## src/hw/fault_sup_pkg.sv

```systemverilog
// Constants, register map and carrier types of the converter fault supervisor.
// Assumes a 40 MHz system clock and a 32-bit APB register bus.
package fault_sup_pkg;

  // ----------------------------------------------------------------
  // Clock and timing
  // ----------------------------------------------------------------
  localparam int unsigned CLK_PERIOD_NS = 25;
  localparam int unsigned PG_DEGLITCH_US = 40;
  localparam int unsigned PG_DEGLITCH_CYC =
    (PG_DEGLITCH_US * 1000 + CLK_PERIOD_NS - 1) / CLK_PERIOD_NS;
  localparam int unsigned RETRY_PAUSE_US = 128;
  localparam int unsigned RETRY_PAUSE_CYC =
    (RETRY_PAUSE_US * 1000 + CLK_PERIOD_NS - 1) / CLK_PERIOD_NS;
  localparam logic [5:0] RETRY_TRIP_CNT = 6'h20;
  localparam logic [2:0] CURRENT_LIMIT_FLAG_TRIP_CNT = 3'h4;

  // ----------------------------------------------------------------
  // Register map (byte addresses)
  // ----------------------------------------------------------------
  localparam logic [11:0] ADDR_CTRL = 12'h000;
  localparam logic [11:0] ADDR_STATUS = 12'h004;
  localparam logic [11:0] ADDR_STATE = 12'h008;

  // Control register, bits 4:0
  typedef struct packed {
    logic standalone_select;
    logic regulation_ignore_during_ramp;
    logic overload_retry_enable;
    logic output_discharge_enable;
    logic switching_enable_bit;
  } ctrl_t;
  localparam int unsigned CTRL_W = 5;
  localparam ctrl_t CTRL_RST = 5'h03;

  // Status register, bits 3:0, clear on read
  typedef struct packed {
    logic thermal_shutdown_flag;
    logic thermal_warning_flag;
    logic current_limit_flag;
    logic overload_retry_flag;
  } status_t;
  localparam int unsigned STATUS_W = 4;
  localparam status_t STATUS_RST = 4'h0;

  // ----------------------------------------------------------------
  // Run states and pin carrier
  // ----------------------------------------------------------------
  typedef enum logic [3:0] {
    RUN_OFF = 4'h1,
    RUN_SOFT = 4'h2,
    RUN_ON = 4'h4,
    RUN_PAUSE = 4'h8
  } run_t;

  typedef struct packed {
    logic enable_pin;
    logic supply_low_lockout;
    logic supply_high_lockout;
    logic hs_trip;
    logic ls_above;
    logic thermal_warn;
    logic thermal_shut;
    logic window_fault;
    logic voltage_ramp;
    logic cycle_start;
    logic soft_done;
    logic role_secondary;
    logic pg_line;
  } pin_t;

endpackage

```

## src/hw/converter_fault_supervisor.sv

```systemverilog
// Fault, power-good and status logic of a step-down converter.
// Assumes analogue comparator levels on asynchronous pins, an APB master
// on the system clock, and an external pad resolving open-drain enables.
//
// Local design decisions: the placing of the registers and register access over APB.
`timescale 1ns/10ps

// What this block does
// - Discharge output when disabled by pin, bit, thermal or either supply lockout.
// - Discharge stays unavailable until first enable after power-up.
// - Supply low lockout stops switching; discharge only if enabled.
// - Supply high lockout stops switching; restart with fresh soft start when clear.
// - High-side trip forces low side on until low-side threshold clears.
// - Overload retry only when its enable bit is 1; resets off.
// - 32 tripped cycles pause switching 128 us, then soft start, repeating.
// - Each retry sets its flag and holds power-good low until regulating.
// - Status read clears retry flag only once overload has gone.
// - Without retry keep limiting; four tripped cycles set current limit flag.
// - Status read clears current limit flag only after overload ended.
// - Window fault outside 95..105 percent pulls power-good low at once, without deglitch.
// - Rising, releasing edge of power-good delayed 40 us.
// - Ignore window fault during a voltage ramp when the ignore bit is set.
// - Primary power-good forced low in shutdown, disable, lockout, soft start, retry.
// - Secondary holds shared line low until soft start begins; forces DCM until CCM is permitted.
// - Secondary permits CCM only after shared power-good line rises.
// - Both secondary latches return to DCM on every disable except supply high lockout.
// - Thermal warning sets flag; read clears it only below release level.
// - Thermal shutdown stops switching, pulls enable, discharges, sets flag, pg low.
// - Thermal shutdown clear restarts soft start and releases enable and pg.
// - Read clears shutdown flag only below shutdown release level.
module converter_fault_supervisor
  import fault_sup_pkg::*;
#(
  parameter int unsigned PAUSE_CYCLES = RETRY_PAUSE_CYC
) (
  // Clock and reset
  input wire logic clk_sys_i,
  input wire logic reset_n_i,
  // APB slave
  input wire logic psel_i,
  input wire logic penable_i,
  input wire logic pwrite_i,
  input wire logic [11:0] paddr_i,
  input wire logic [31:0] pwdata_i,
  output logic [31:0] prdata_o,
  output logic pready_o,
  output logic pslverr_o,
  // Comparators and pins, asynchronous
  input wire logic enable_pin_i,
  input wire logic supply_low_lockout_i,
  input wire logic supply_high_lockout_i,
  input wire logic hs_current_trip_i,
  input wire logic ls_current_above_i,
  input wire logic thermal_warn_i,
  input wire logic thermal_shut_i,
  input wire logic window_fault_i,
  input wire logic voltage_ramp_i,
  input wire logic cycle_start_i,
  input wire logic soft_start_done_i,
  input wire logic role_secondary_i,
  input wire logic power_good_output_i,
  // Power stage control
  output logic switching_o,
  output logic soft_start_run_o,
  output logic hs_off_o,
  output logic ls_force_on_o,
  output logic discharge_o,
  output logic force_dcm_o,
  // Open-drain pins, output value and enable
  output logic power_good_output_o,
  output logic power_good_output_oe_o,
  output logic enable_pin_o,
  output logic enable_pin_oe_o
);

  // ----------------------------------------------------------------
  // State record
  // ----------------------------------------------------------------
  typedef struct packed {
    pin_t s1;
    pin_t s2;
    logic cyc_prev;
    logic ssd_prev;
    logic pgl_prev;
    ctrl_t ctrl;
    status_t stat;
    logic enabled_once;
    run_t run;
    logic trip_seen;
    logic last_trip;
    logic [5:0] retry_cnt;
    logic [2:0] current_limit_flag_cnt;
    logic [12:0] pause_cnt;
    logic [10:0] pg_cnt;
    logic pg_ok;
    logic hs_block;
    logic dcm_hold;
    logic ccm_permit;
    logic sw;
    logic ss_run;
    logic hs_off;
    logic ls_on;
    logic dis;
    logic fdcm;
    logic pg_oe;
    logic en_oe;
    logic pready;
    logic pslverr;
    logic [31:0] prdata;
  } state_t;

  state_t r;
  state_t n;
  pin_t pins;
  pin_t p;

  // ----------------------------------------------------------------
  // Input gathering
  // ----------------------------------------------------------------
  assign pins = '{
    enable_pin: enable_pin_i,
    supply_low_lockout: supply_low_lockout_i,
    supply_high_lockout: supply_high_lockout_i,
    hs_trip: hs_current_trip_i,
    ls_above: ls_current_above_i,
    thermal_warn: thermal_warn_i,
    thermal_shut: thermal_shut_i,
    window_fault: window_fault_i,
    voltage_ramp: voltage_ramp_i,
    cycle_start: cycle_start_i,
    soft_done: soft_start_done_i,
    role_secondary: role_secondary_i,
    pg_line: power_good_output_i
  };
  // Only the second synchroniser stage is ever looked at
  assign p = r.s2;

  // ----------------------------------------------------------------
  // Derived conditions
  // ----------------------------------------------------------------
  logic enabled;
  logic sec_disable;
  logic cyc_edge;
  logic tripped;
  logic retry_fire;
  logic overload_now;
  logic win_fault;
  logic pg_force_low;
  logic good_raw;
  logic acc;
  logic done;
  logic rd_clr;
  logic mapped;

  // Any disabling cause stops the converter
  assign enabled = p.enable_pin & r.ctrl.switching_enable_bit & ~p.thermal_shut
    & ~p.supply_low_lockout & ~p.supply_high_lockout;
  // High lockout is not among the causes that reset the secondary latches
  assign sec_disable = ~p.enable_pin | ~r.ctrl.switching_enable_bit
    | p.thermal_shut | p.supply_low_lockout;
  assign cyc_edge = p.cycle_start & ~r.cyc_prev;
  // A trip seen anywhere in the cycle that just ended
  assign tripped = r.trip_seen;
  assign retry_fire = cyc_edge & tripped & r.ctrl.overload_retry_enable
    & (r.run == RUN_SOFT || r.run == RUN_ON)
    & (r.retry_cnt == RETRY_TRIP_CNT - 6'h01);
  // Overload counts as present while pausing or still tripping
  assign overload_now = r.last_trip | r.trip_seen | (r.run == RUN_PAUSE);
  assign win_fault = p.window_fault
    & ~(r.ctrl.regulation_ignore_during_ramp & p.voltage_ramp);
  assign pg_force_low = p.thermal_shut | ~enabled | p.supply_low_lockout
    | p.supply_high_lockout | (r.run != RUN_ON);
  assign good_raw = ~pg_force_low & ~win_fault;

  // APB decode; the access completes on the second access cycle
  assign acc = psel_i & penable_i;
  assign done = acc & r.pready;
  assign mapped = (paddr_i == ADDR_CTRL) || (paddr_i == ADDR_STATUS)
    || (paddr_i == ADDR_STATE);
  assign rd_clr = done & ~pwrite_i & (paddr_i == ADDR_STATUS);

  // ----------------------------------------------------------------
  // Next-state logic
  // ----------------------------------------------------------------
  always_comb begin
    n = r;
    n.s1 = pins;
    n.s2 = r.s1;
    n.cyc_prev = p.cycle_start;
    n.ssd_prev = p.soft_done;
    n.pgl_prev = p.pg_line;

    // First enable arms the discharge path
    if (enabled) begin
      n.enabled_once = 1'b1;
    end

    // Per-cycle trip tracking, trip at the edge belongs to the new cycle
    if (cyc_edge) begin
      n.trip_seen = p.hs_trip;
      n.last_trip = tripped;
      if (tripped) begin
        if (r.retry_cnt != RETRY_TRIP_CNT) begin
          n.retry_cnt = r.retry_cnt + 6'h01;
        end
        if (r.current_limit_flag_cnt != CURRENT_LIMIT_FLAG_TRIP_CNT) begin
          n.current_limit_flag_cnt = r.current_limit_flag_cnt + 3'h1;
        end
      end else begin
        n.retry_cnt = 6'h00;
        n.current_limit_flag_cnt = 3'h0;
      end
    end else if (p.hs_trip) begin
      n.trip_seen = 1'b1;
    end

    // Run sequencing; any disable returns to off, so restarts soft start
    unique case (r.run)
      RUN_OFF: begin
        if (enabled) begin
          n.run = RUN_SOFT;
        end
      end
      RUN_SOFT: begin
        if (p.soft_done & ~r.ssd_prev) begin
          n.run = RUN_ON;
        end
      end
      RUN_ON: begin
        n.run = RUN_ON;
      end
      RUN_PAUSE: begin
        if (r.pause_cnt == 13'(PAUSE_CYCLES - 1)) begin
          n.run = RUN_SOFT;
          n.pause_cnt = 13'h0000;
        end else begin
          n.pause_cnt = r.pause_cnt + 13'h0001;
        end
      end
    endcase
    if (retry_fire) begin
      n.run = RUN_PAUSE;
      n.pause_cnt = 13'h0000;
      n.retry_cnt = 6'h00;
    end
    if (!enabled) begin
      n.run = RUN_OFF;
      n.pause_cnt = 13'h0000;
    end

    // Cycle-by-cycle limit; synchronised comparators add two cycles of lag
    if (!(n.run == RUN_SOFT || n.run == RUN_ON)) begin
      n.hs_block = 1'b0;
    end else if (p.hs_trip) begin
      n.hs_block = 1'b1;
    end else if (!p.ls_above) begin
      n.hs_block = 1'b0;
    end

    // Status flags: set beats a read clear; a live condition blocks the clear
    n.stat.overload_retry_flag = retry_fire
      | (r.stat.overload_retry_flag & ~(rd_clr & ~overload_now));
    n.stat.current_limit_flag =
      (~r.ctrl.overload_retry_enable & (r.current_limit_flag_cnt == CURRENT_LIMIT_FLAG_TRIP_CNT))
      | (r.stat.current_limit_flag & ~(rd_clr & ~overload_now));
    n.stat.thermal_warning_flag = p.thermal_warn
      | (r.stat.thermal_warning_flag & ~(rd_clr & ~p.thermal_warn));
    n.stat.thermal_shutdown_flag = p.thermal_shut
      | (r.stat.thermal_shutdown_flag & ~(rd_clr & ~p.thermal_shut));

    // Power-good deglitch: falls at once, rises after a steady good window
    if (!good_raw) begin
      n.pg_ok = 1'b0;
      n.pg_cnt = 11'h000;
    end else if (!r.pg_ok) begin
      if (r.pg_cnt == 11'(PG_DEGLITCH_CYC - 1)) begin
        n.pg_ok = 1'b1;
      end else begin
        n.pg_cnt = r.pg_cnt + 11'h001;
      end
    end

    // Secondary latches follow start-up and the shared line
    if (sec_disable) begin
      n.dcm_hold = 1'b1;
      n.ccm_permit = 1'b0;
    end else begin
      if (r.run != RUN_OFF) begin
        n.dcm_hold = 1'b0;
      end
      if (p.pg_line & ~r.pgl_prev & ~r.dcm_hold) begin
        n.ccm_permit = 1'b1;
      end
    end

    // Registered outputs
    n.sw = (n.run == RUN_SOFT) || (n.run == RUN_ON);
    n.ss_run = n.sw;
    n.hs_off = ~n.sw | n.hs_block;
    n.ls_on = n.sw & n.hs_block;
    n.dis = r.ctrl.output_discharge_enable & r.enabled_once & ~enabled;
    n.fdcm = p.role_secondary & ~r.ccm_permit;
    // Secondary drives only its hold latch; primary the deglitched status, same cycle as sw
    n.pg_oe = p.role_secondary ? n.dcm_hold : (~n.pg_ok | ~n.sw);
    n.en_oe = p.thermal_shut & ~r.ctrl.standalone_select;

    // APB slave: one wait cycle, data captured before the completing edge
    n.pready = 1'b0;
    n.pslverr = 1'b0;
    if (acc && !r.pready) begin
      n.pready = 1'b1;
      n.pslverr = ~mapped;
      n.prdata = 32'h0000_0000;
      if (!pwrite_i) begin
        if (paddr_i == ADDR_CTRL) begin
          n.prdata[CTRL_W-1:0] = r.ctrl;
        end else if (paddr_i == ADDR_STATUS) begin
          n.prdata[STATUS_W-1:0] = r.stat;
        end else if (paddr_i == ADDR_STATE) begin
          n.prdata[3:0] = r.run;
          n.prdata[4] = r.pg_ok;
          n.prdata[5] = r.dcm_hold;
          n.prdata[6] = r.ccm_permit;
          n.prdata[7] = r.dis;
          n.prdata[8] = r.enabled_once;
        end
      end
    end
    // Writes land on the completing edge only
    if (done && pwrite_i && (paddr_i == ADDR_CTRL)) begin
      n.ctrl = pwdata_i[CTRL_W-1:0];
    end
  end

  // ----------------------------------------------------------------
  // State register
  // ----------------------------------------------------------------
  always_ff @(posedge clk_sys_i or negedge reset_n_i) begin
    if (!reset_n_i) begin
      r <= '0;
      r.ctrl <= CTRL_RST;
      r.stat <= STATUS_RST;
      r.run <= RUN_OFF;
      r.dcm_hold <= 1'b1;
      r.hs_off <= 1'b1;
      r.pg_oe <= 1'b1;
    end else begin
      r <= n;
    end
  end

  // ----------------------------------------------------------------
  // Output mapping
  // ----------------------------------------------------------------
  assign prdata_o = r.prdata;
  assign pready_o = r.pready;
  assign pslverr_o = r.pslverr;
  assign switching_o = r.sw;
  assign soft_start_run_o = r.ss_run;
  assign hs_off_o = r.hs_off;
  assign ls_force_on_o = r.ls_on;
  assign discharge_o = r.dis;
  assign force_dcm_o = r.fdcm;
  // Open-drain pins only ever pull low
  assign power_good_output_o = r.pgl_prev & 1'b0;
  assign power_good_output_oe_o = r.pg_oe;
  assign enable_pin_o = r.cyc_prev & 1'b0;
  assign enable_pin_oe_o = r.en_oe;

endmodule

```

## config.mk

```make
export PLATFORM = sky130hd
export DESIGN_NAME = converter_fault_supervisor
export DESIGN_NICKNAME = d
export VERILOG_FILES = /design/src/hw/fault_sup_pkg.sv /design/src/hw/converter_fault_supervisor.sv
export SDC_FILE = /design/constraint.sdc
export NUM_CORES = 1
export LEC_CHECK = 0
export BUFFER_PORTS_ARGS = -buffer_cell sky130_fd_sc_hd__buf_2
export CAP_MARGIN = 10
export CORE_ASPECT_RATIO = 0.9
export CORE_MARGIN = 8
export CORE_UTILIZATION = 40
export DETAILED_ROUTE_END_ITERATION = 6
export PLACE_DENSITY_LB_ADDON = 0.25
export SYNTH_ARGS = -nofsm -noshare
export SYNTH_HDL_FRONTEND = slang
export SYNTH_SLANG_ARGS = --single-unit
```

## constraint.sdc

```tcl
create_clock -name clk_sys_i -period 3.5 [get_ports clk_sys_i]
set_input_delay 0.175 -clock clk_sys_i [delete_from_list [all_inputs] [get_ports clk_sys_i]]
set_output_delay 0.175 -clock clk_sys_i [all_outputs]
set_load 0.1 [all_outputs]
```

Word-level counts from Yosys, hierarchy flattened
Cells that the tools add are included.
W data, S select, Z words.
{"block": "classes", "n_eq_ne": 21, "add_sub_neg": 4, "n_bitwise": 72, "reduce_logical": 15, "n_mux": 34}
{"cell": "$mux W13", "n": 4}
{"cell": "$mux W9", "n": 4}
{"cell": "$mux W34", "n": 1}
{"cell": "$and A1 B1 Y1", "n": 32}
{"cell": "$not A1 Y1", "n": 25}
{"cell": "$mux W12", "n": 2}
{"cell": "$mux W4", "n": 6}
{"cell": "$pmux W4 S4", "n": 1}
{"cell": "$or A1 B1 Y1", "n": 15}
{"cell": "$add A13 B1 Y13 const B", "n": 1}
{"cell": "$eq A13 B13 Y1 const B", "n": 1}
{"cell": "$eq A12 B3 Y1 const B", "n": 1}
{"cell": "$eq A12 B4 Y1 const B", "n": 1}
{"cell": "$logic_not A12 Y1", "n": 1}
{"cell": "$mux W6", "n": 2}
{"cell": "$add A11 B1 Y11 const B", "n": 1}
{"cell": "$eq A11 B11 Y1 const B", "n": 1}
{"cell": "$mux W11", "n": 1}
{"cell": "$mux W5", "n": 2}
{"cell": "$mux W1", "n": 9}
{"cell": "$eq A4 B2 Y1 const B", "n": 2}
{"cell": "$eq A4 B3 Y1 const B", "n": 2}
{"cell": "$add A6 B1 Y6 const B", "n": 1}
{"cell": "$eq A6 B5 Y1 const B", "n": 1}
{"cell": "18 further kinds", "n": 29}
{"block": "totals", "elab_cells": 206, "input_bits": 62, "out_inout_bits": 44, "reg_bits": 100}

Logic depth before layout (Yosys ltp)
Gate-level depths: netlist of the first run.
{"block": "logic_depth", "word_depth": 15, "mapped_depth": 6, "ltp_nobuf": 6}

Least setup slack after synthesis of the first run
OpenSTA, ideal clock, no wires.
{"block": "synth_path", "path_type": "register to register", "start": "register r (netlist bit pready_o)", "end": "register r[92] (netlist name)", "required_time_ns": 3.375, "period_less_slack_ns": 2.012, "setup_ns": 0.125, "path_stages_with_launch": 5, "setup_slack_ns": 1.488, "arrival_ns": 1.887, "cell_sequence": "dfrtp_1 > and4b_1 > and3_1 > clkbuf_1 > mux2_2"}
{"block": "synth_via", "elab_chain_cells": 3}
{"element": "start, declared", "line": "converter_fault_supervisor.sv:112", "text": "state_t r;"}
{"element": "start signal, assigned", "line": "converter_fault_supervisor.sv:348", "text": "r <= n;"}
{"element": "$and A1 B1 Y1", "line": "converter_fault_supervisor.sv:177", "text": "assign done = acc & r.pready;"}
{"element": "$logic_and A1 B1 Y1 (2 in a row)", "line": "converter_fault_supervisor.sv:330", "text": "if (done && pwrite_i && (paddr_i == ADDR_CTRL)) begin"}
Every way passes these cells.
A chain may end at the register's enable or synchronous reset.

Worst setup path in the final report of the first run
{"block": "layout_path", "start": "register r[82] (netlist name)", "end": "register r[63] (netlist name)"}
{"block": "layout_via", "elab_chain_cells": 6, "elab_cells_between_ends": 9, "cone_classes": "eq/ne (4); mux (2); bitwise (2); reduce/logical (1)"}
{"element": "$eq A4 B2 Y1 / $eq A4 B3 Y1 (equally long branches)", "line": "converter_fault_supervisor.sv:165", "text": "& (r.run == RUN_SOFT || r.run == RUN_ON)"}
{"element": "$logic_or A1 B1 Y1", "line": "converter_fault_supervisor.sv:165"}
{"element": "$and A1 B1 Y1", "line": "converter_fault_supervisor.sv:165"}
{"element": "$and A1 B1 Y1", "line": "converter_fault_supervisor.sv:166", "text": "& (r.retry_cnt == RETRY_TRIP_CNT - 6'h01);"}
{"element": "$mux W13", "line": "converter_fault_supervisor.sv:241", "text": "if (retry_fire) begin"}
{"element": "$mux W13", "line": "converter_fault_supervisor.sv:246", "text": "if (!enabled) begin"}
Several ways; a longest one is shown, not always the timed one.

==> qor.csv, run 1 <==
stage,metric,value,unit
synth,netlist_area,4520,um^2
global_routing,grt_pass1_wl,15.8,mm
timing,fin_skew,0.00921,ns
die,die_w,128,um
placement,placed_cell_area,4760,um^2
timing,tightestPinTransition,1.01,ns
timing,min_period,2.12,ns
pwr,p_sw,670,uW
die,coreArea,10900,um^2
pwr,vdd_drop_max,0.323,mV
global_routing,grt_pass1_vias,3179,
worst_setup_path,crit_path_start_kind,flop,
clock_network,cts_tree,built,
clock_network,numCtsBuffers,9,
worst_setup_path,critPathCapture,r[63],
cells_and_area,antenna_cells,0,
clock_network,cts_setup_buffers,0,
timing,relSlewSlack,32.7,%
clock_network,ctsHoldBuffers,13,
timing,fin_tns_setup,0,ns
worst_setup_path,r2r_start,r[82],
timing,setup_ws,1.38,ns
synth,synth_cells,421,
worst_setup_path,cp_max_fo,11,
clock_network,cts_resized,0,
routing,wl_per_cell,14.8,um
routing,wirelength,9.39,mm
cells_and_area,drive_gt1_share,19.1,%
die,ios,106,
worst_setup_path,r2r-end,r[63],
pwr,finalPower,2580,uW
synth,synth_edf_count,0,
placement,place_ws,1.37,ns
global_routing,grt_util_all_layers,13.2,%
cells_and_area,syn2layout_area_growth,15.6,%
worst_setup_path,end_kind,flop,
synth,yosys_warnings,0,
hold_path,worstHoldPathType,in -> async,
routing,viasPerCell,4.97,
clock_network,cts_root_buf,clkbuf_16,
clock_network,clkSlewWorstSetupHoldPaths,0.07,ns
cells_and_area,nNetsFinal,544,
cells_and_area,mostFrequentLayoutCell,dfrtp_1,
clock_network,insertion_delay,0.34,ns
timing,fin_crit_sh,60.6,%
worst_setup_path,cp.required,3.77,ns
timing,rsz0062_at_grt,false,
timing,setup_viol,0,
run_status,status,"complete, no violations",
worst_setup_path,critPathLaunch,r[82],
global_routing,grt_overflow,0,
clock_network,h-tree-depth,3,
die,initial_core_util,41.4,%
placement,hpwl,6.70,mm
cells_and_area,final_cell_count_no_fill,633,
global_routing,antenna_found_initial,0,
routing,final_antenna_net_count,0,
pwr,p_sw_share,26.0,%
clock_network,cts_buffer_depth,2,
worst_setup_path,critPathKind,reg -> reg,
die,dieArea,14900,um^2
placement,gp_congestion,0.768,
run,maxCapViolCount,0,
pwr,power_frac_comb,11.3,%
timing,slew_viol_final,0,
pwr,p_leak,0.00232,uW
synth,ys_seq_area_share,55.0,%
routing,dr.pass1.iters,4,
pwr,power_frac_seq,47.4,%
routing,vias,3148,
cells_and_area,nFillCells,1046,
synth,synth-seq-cells,99,
synth,synthFlopType,dfrtp_1,
worst_setup_path,cp_data_arrival_time,2.39,ns
timing,finalHoldViolations,0,
placement,io_buffers,53,
global_routing,grt_max_degree,81,
die,die_y,117,um
synth,avgSynthCellArea,10.7,um^2
cells_and_area,finalInstanceArea,5220,um^2
pwr,power-per-cell-area,494,nW/um^2
worst_setup_path,reg2reg_depth,4,
routing,drc,0,
clock_network,clock-sinks,99,
placement,dp.cells,604,
synth,async_flop_share,100,%
cells_and_area,layout_common_cells,"dfrtp_1, buf_2, nand2_1, nor2_1, conb_1",
worst_setup_path,r2r_slack,1.38,ns
synth,yosysUniqueCellTypes,61,
die,placementRows,36,
pwr,clkPwrFrac,41.3,%
timing,fmax,472,MHz
routing,drt-initial-drc-count,211,
pwr,p_int,1910,uW
[critical path, stage by stage (launching register included)]
cell	delay, ns
dfrtp_1	0.49
or4b_4	0.68
or3_4	0.43
or3_1	0.31
a21oi_1	0.12
[kinds of logic after synthesis]
logic type | share of synthesized area, %
other | 0.0830
XOR/XNOR | 1.36
flip-flops | 55.0
multiplexers | 1.69
adder cells (fa/ha/maj) | 1.66
buffers and inverters | 8.23
AND/OR/NAND/NOR | 19.6
AO/OA/AOI/OAI | 12.3
[registers in the layout (all words and copies together) (netlist names), 9 cells and up]
| register | cells |
|---|---|
| p | 10 |
| n | 16 |
| prdata_o | 9 |
| r | 55 |
[final cells by class]
cell class | instances | area (um^2) | area share [%]
Timing Repair Buffer | 70 | 428 | 8.20
Tap cell | 152 | 190 | 3.64
Inverter | 11 | 41.3 | 0.791
Clock inverter | 5 | 85.1 | 1.63
Sequential cell | 99 | 2480 | 47.6
Multi-Input combinational cell | 285 | 1750 | 33.5
Clock buffer | 11 | 243 | 4.65
[per-layer routing]
| layer | vias to the layer above | track usage [%] | share of wire (%) |
|---|---|---|---|
| li1 | 1551 | - | - |
| met1 | 1517 | 17.7 | 49 |
| met2 | 76 | 20.0 | 44 |
| met3 | 4 | 4.17 | 5.9 |
| met4 | 0 | 4.19 | 0.64 |
| met5 | - | 0 | 0 |
[worst min-delay path by stage]
stage,end,slack [ns]
floorplan,discharge_o,-0.12
global placement,n[98],0.28
detailed placement,n[108],0.28
CTS,pslverr_o,0.05
global route,r[93],0.06
finish,prdata_o[7],0.005
[cells in the mapped netlist, types with 7 or more instances]
cell,instances,share of area (%)
buf_4,35,5.8
nand2_1,36,3.0
inv_1,11,0.91
nor2_1,25,2.1
dfrtp_1,93,52
clkbuf_1,11,0.91
nor2b_1,8,1.1
o21ai_0,21,2.3
or3_1,9,1.2
nand3_1,16,1.8
nand4_1,7,0.97
a21oi_1,23,2.5
and3_1,7,0.97
nand2b_1,8,1.1
[power by group through the flow]
stage                     Combinational, uW  Sequential, uW  Clock [uW]
after global routing                    317            1230        1140
after detailed placement                282            1240           0
after global placement                  275            1240           0
final                                   291            1220        1070
after CTS                               293            1220        1100
after floorplan                         224            1250           0
[through the flow]
| step | hold WS (ns) | utilization [%] |
|---|---|---|
| after global routing | 0.0569 | 47.9 |
| after detailed placement | 0.284 | 43.7 |
| after CTS | 0.0452 | 47.9 |
| after floorplan | -0.121 | - |
| final | 0.00476 | 47.9 |
| after global placement | 0.283 | 43.7 |
Note: power is estimated with default switching activity, not from simulation.
==> inputs of run 2 (changes only) <==
clock period = 2.1 ns   (was 3.5 ns; I/O delays follow)
==> run 2 against run 1 <==
Net effect:
- global-route usage up 0.067 points
- sequential power is 67% higher
- cell count increased by 2.7%
- clock skew is 0.0015 ns lower
- clock power grew 50%
- first-iteration DRC count increased by 16%
- critical endpoint is now r[49]
- largest power group unchanged
==> qor.csv, run 2 (synthesis gave the netlist of run 1 again) <==
stage,metric,value,unit
worst_setup_path,cp.required,2.37,ns
die,coreArea,10900,um^2
global_routing,grt_overflow,0,
placement,gp_congestion,0.788,
routing,vias,3277,
die,ios,106,
die,dieArea,14900,um^2
worst_setup_path,end_kind,flop,
worst_setup_path,r2r-end,r[49],
timing,min_period,1.98,ns
routing,viasPerCell,5.04,
hold_path,worstHoldPathType,in -> reg,
cells_and_area,antenna_cells,0,
worst_setup_path,cp_num_buf_inv,1,
global_routing,antenna_found_initial,0,
placement,hpwl,6.99,mm
cells_and_area,mostFrequentLayoutCell,dfrtp_1,
clock_network,cts_setup_buffers,0,
clock_network,clock-sinks,99,
worst_setup_path,r2r_start,r[82],
pwr,p_int,3030,uW
cells_and_area,largest_reg_flops,55,
routing,drc,0,
worst_setup_path,slowest_delay,0.76,ns
timing,tightestPinTransition,0.566,ns
worst_setup_path,critPathKind,reg -> reg,
cells_and_area,max_flop_register,r,
pwr,power-per-cell-area,777,nW/um^2
pwr,p_sw,1110,uW
cells_and_area,drive_gt1_share,21.1,%
hold_path,worstHoldEndpoint,r[93],
cells_and_area,finalInstanceArea,5340,um^2
routing,dr.pass1.iters,4,
clock_network,h-tree-depth,3,
routing,drt-initial-drc-count,244,
worst_setup_path,reg2reg_depth,4,
hold_path,min_from,pwdata_i[3],
worst_setup_path,crit_cells,4,
placement,placed_cell_area,4880,um^2
clock_network,cts_tree,built,
run_status,status,"complete, no violations",
placement,io_buffers,53,
die,placementRows,36,
hold_path,whs_path_depth,2,
clock_network,clkSlewWorstSetupHoldPaths,0.07,ns
timing,fmax,504,MHz
routing,wl_per_cell,14.8,um
clock_network,cts_root_buf,clkbuf_16,
timing,rsz0062_at_grt,false,
run,maxCapViolCount,0,
die,die_w,128,um
worst_setup_path,worstPathCellList,or4b_2 -> a211o_1 -> buf_4 -> a21oi_1,
worst_setup_path,crit_path_start_kind,flop,
timing,setup_viol,0,
cells_and_area,syn2layout_area_growth,18.3,%
global_routing,grt_pass1_wl,15.8,mm
pwr,finalPower,4150,uW
global_routing,grt_pass1_vias,3241,
timing,relSlewSlack,62.0,%
cells_and_area,nNetsFinal,562,
global_routing,grt_max_degree,42,
pwr,clkPwrFrac,38.8,%
timing,holdWs,0.00803,ns
clock_network,cts_buffer_depth,2,
timing,fin_tns_setup,0,ns
worst_setup_path,slowest_stage,or4b_2,
timing,slew_viol_final,0,
clock_network,insertion_delay,0.34,ns
pwr,vdd_drop_max,0.568,mV
routing,final_antenna_net_count,0,
cells_and_area,layout_common_cells,"dfrtp_1, buf_2, nand2_1, nor2_1, conb_1",
pwr,power_frac_seq,49.1,%
global_routing,grt_util_all_layers,13.3,%
pwr,power_frac_comb,12.0,%
timing,fin_skew,0.00772,ns
worst_setup_path,cp_max_fo,7,
pwr,p_sw_share,26.9,%
routing,wirelength,9.64,mm
die,die_y,117,um
worst_setup_path,cp_top_family,simple AND/OR/NAND/NOR gates,
worst_setup_path,r2r_slack,0.12,ns
timing,fin_crit_sh,94.4,%
die,initial_core_util,41.4,%
cells_and_area,final_core_util,49.0,%
pwr,p_leak,0.00240,uW
timing,finalHoldViolations,0,
worst_setup_path,cp_data_arrival_time,2.25,ns
clock_network,numCtsBuffers,9,
run 2: cell types whose count changed in the layout (fill, tap and decap cells not counted):
cell / before / now
inv_6: 1 / 2
buf_4: 5 / 18
clkbuf_8: 1 / 0
clkinvlp_4: 1 / 0
dlygate4sd3_1: 13 / 17
bufinv_16: 2 / 1
clkinv_2: 0 / 1
buf_12: 0 / 1
run 2: final cells by class:
class	count	area, um^2
inverters	11	41.3
clock buffers	10	229
multi-input cells	285	1750
clock inverters	5	61.3
repair buffers	88	586
flip-flops and latches	99	2480
well taps	152	190
fillers	1027	5560
run 2: how the worst max path moves through the flow:
stage                         from    end  slack [ns]
after floorplan           pready_o  r[92]        0.09
after global placement       r[82]  r[50]        0.16
after detailed placement     r[82]  r[48]        0.13
after CTS                    r[82]  r[49]        0.12
after global routing         r[57]  r[68]       0.002
final                        r[82]  r[49]        0.12
run 2: routing by layer:
metal	wire (um)	GRT usage (%)	share of wire (%)
met4	49	4.51	0.51
met3	570	3.62	5.9
met1	4630	17.2	48
met2	4380	21.1	45
met5	0	0	0
run 2: timing repair:
action / 4_1_cts / 5_1_grt
hold endpoints to repair: 54 / 0
hold buffers: 17 / 0
gates resized for setup: 0 / 0
run 2: stage by stage:
step	setup slack, ns	instances
2_1_floorplan	0.0885	445
3_3_place_gp	0.165	618
3_5_place_dp	0.126	618
4_1_cts	0.125	650
5_1_grt	0.00202	650
6_report	0.118	650
run 2: power by group through the flow:
stage	combinational, uW	clock [uW]	sequential, uW
3_3_place_gp	467	0	2070
2_1_floorplan	373	0	2090
4_1_cts	502	1650	2040
6_report	499	1610	2040
5_1_grt	540	1750	2050
3_5_place_dp	478	0	2070
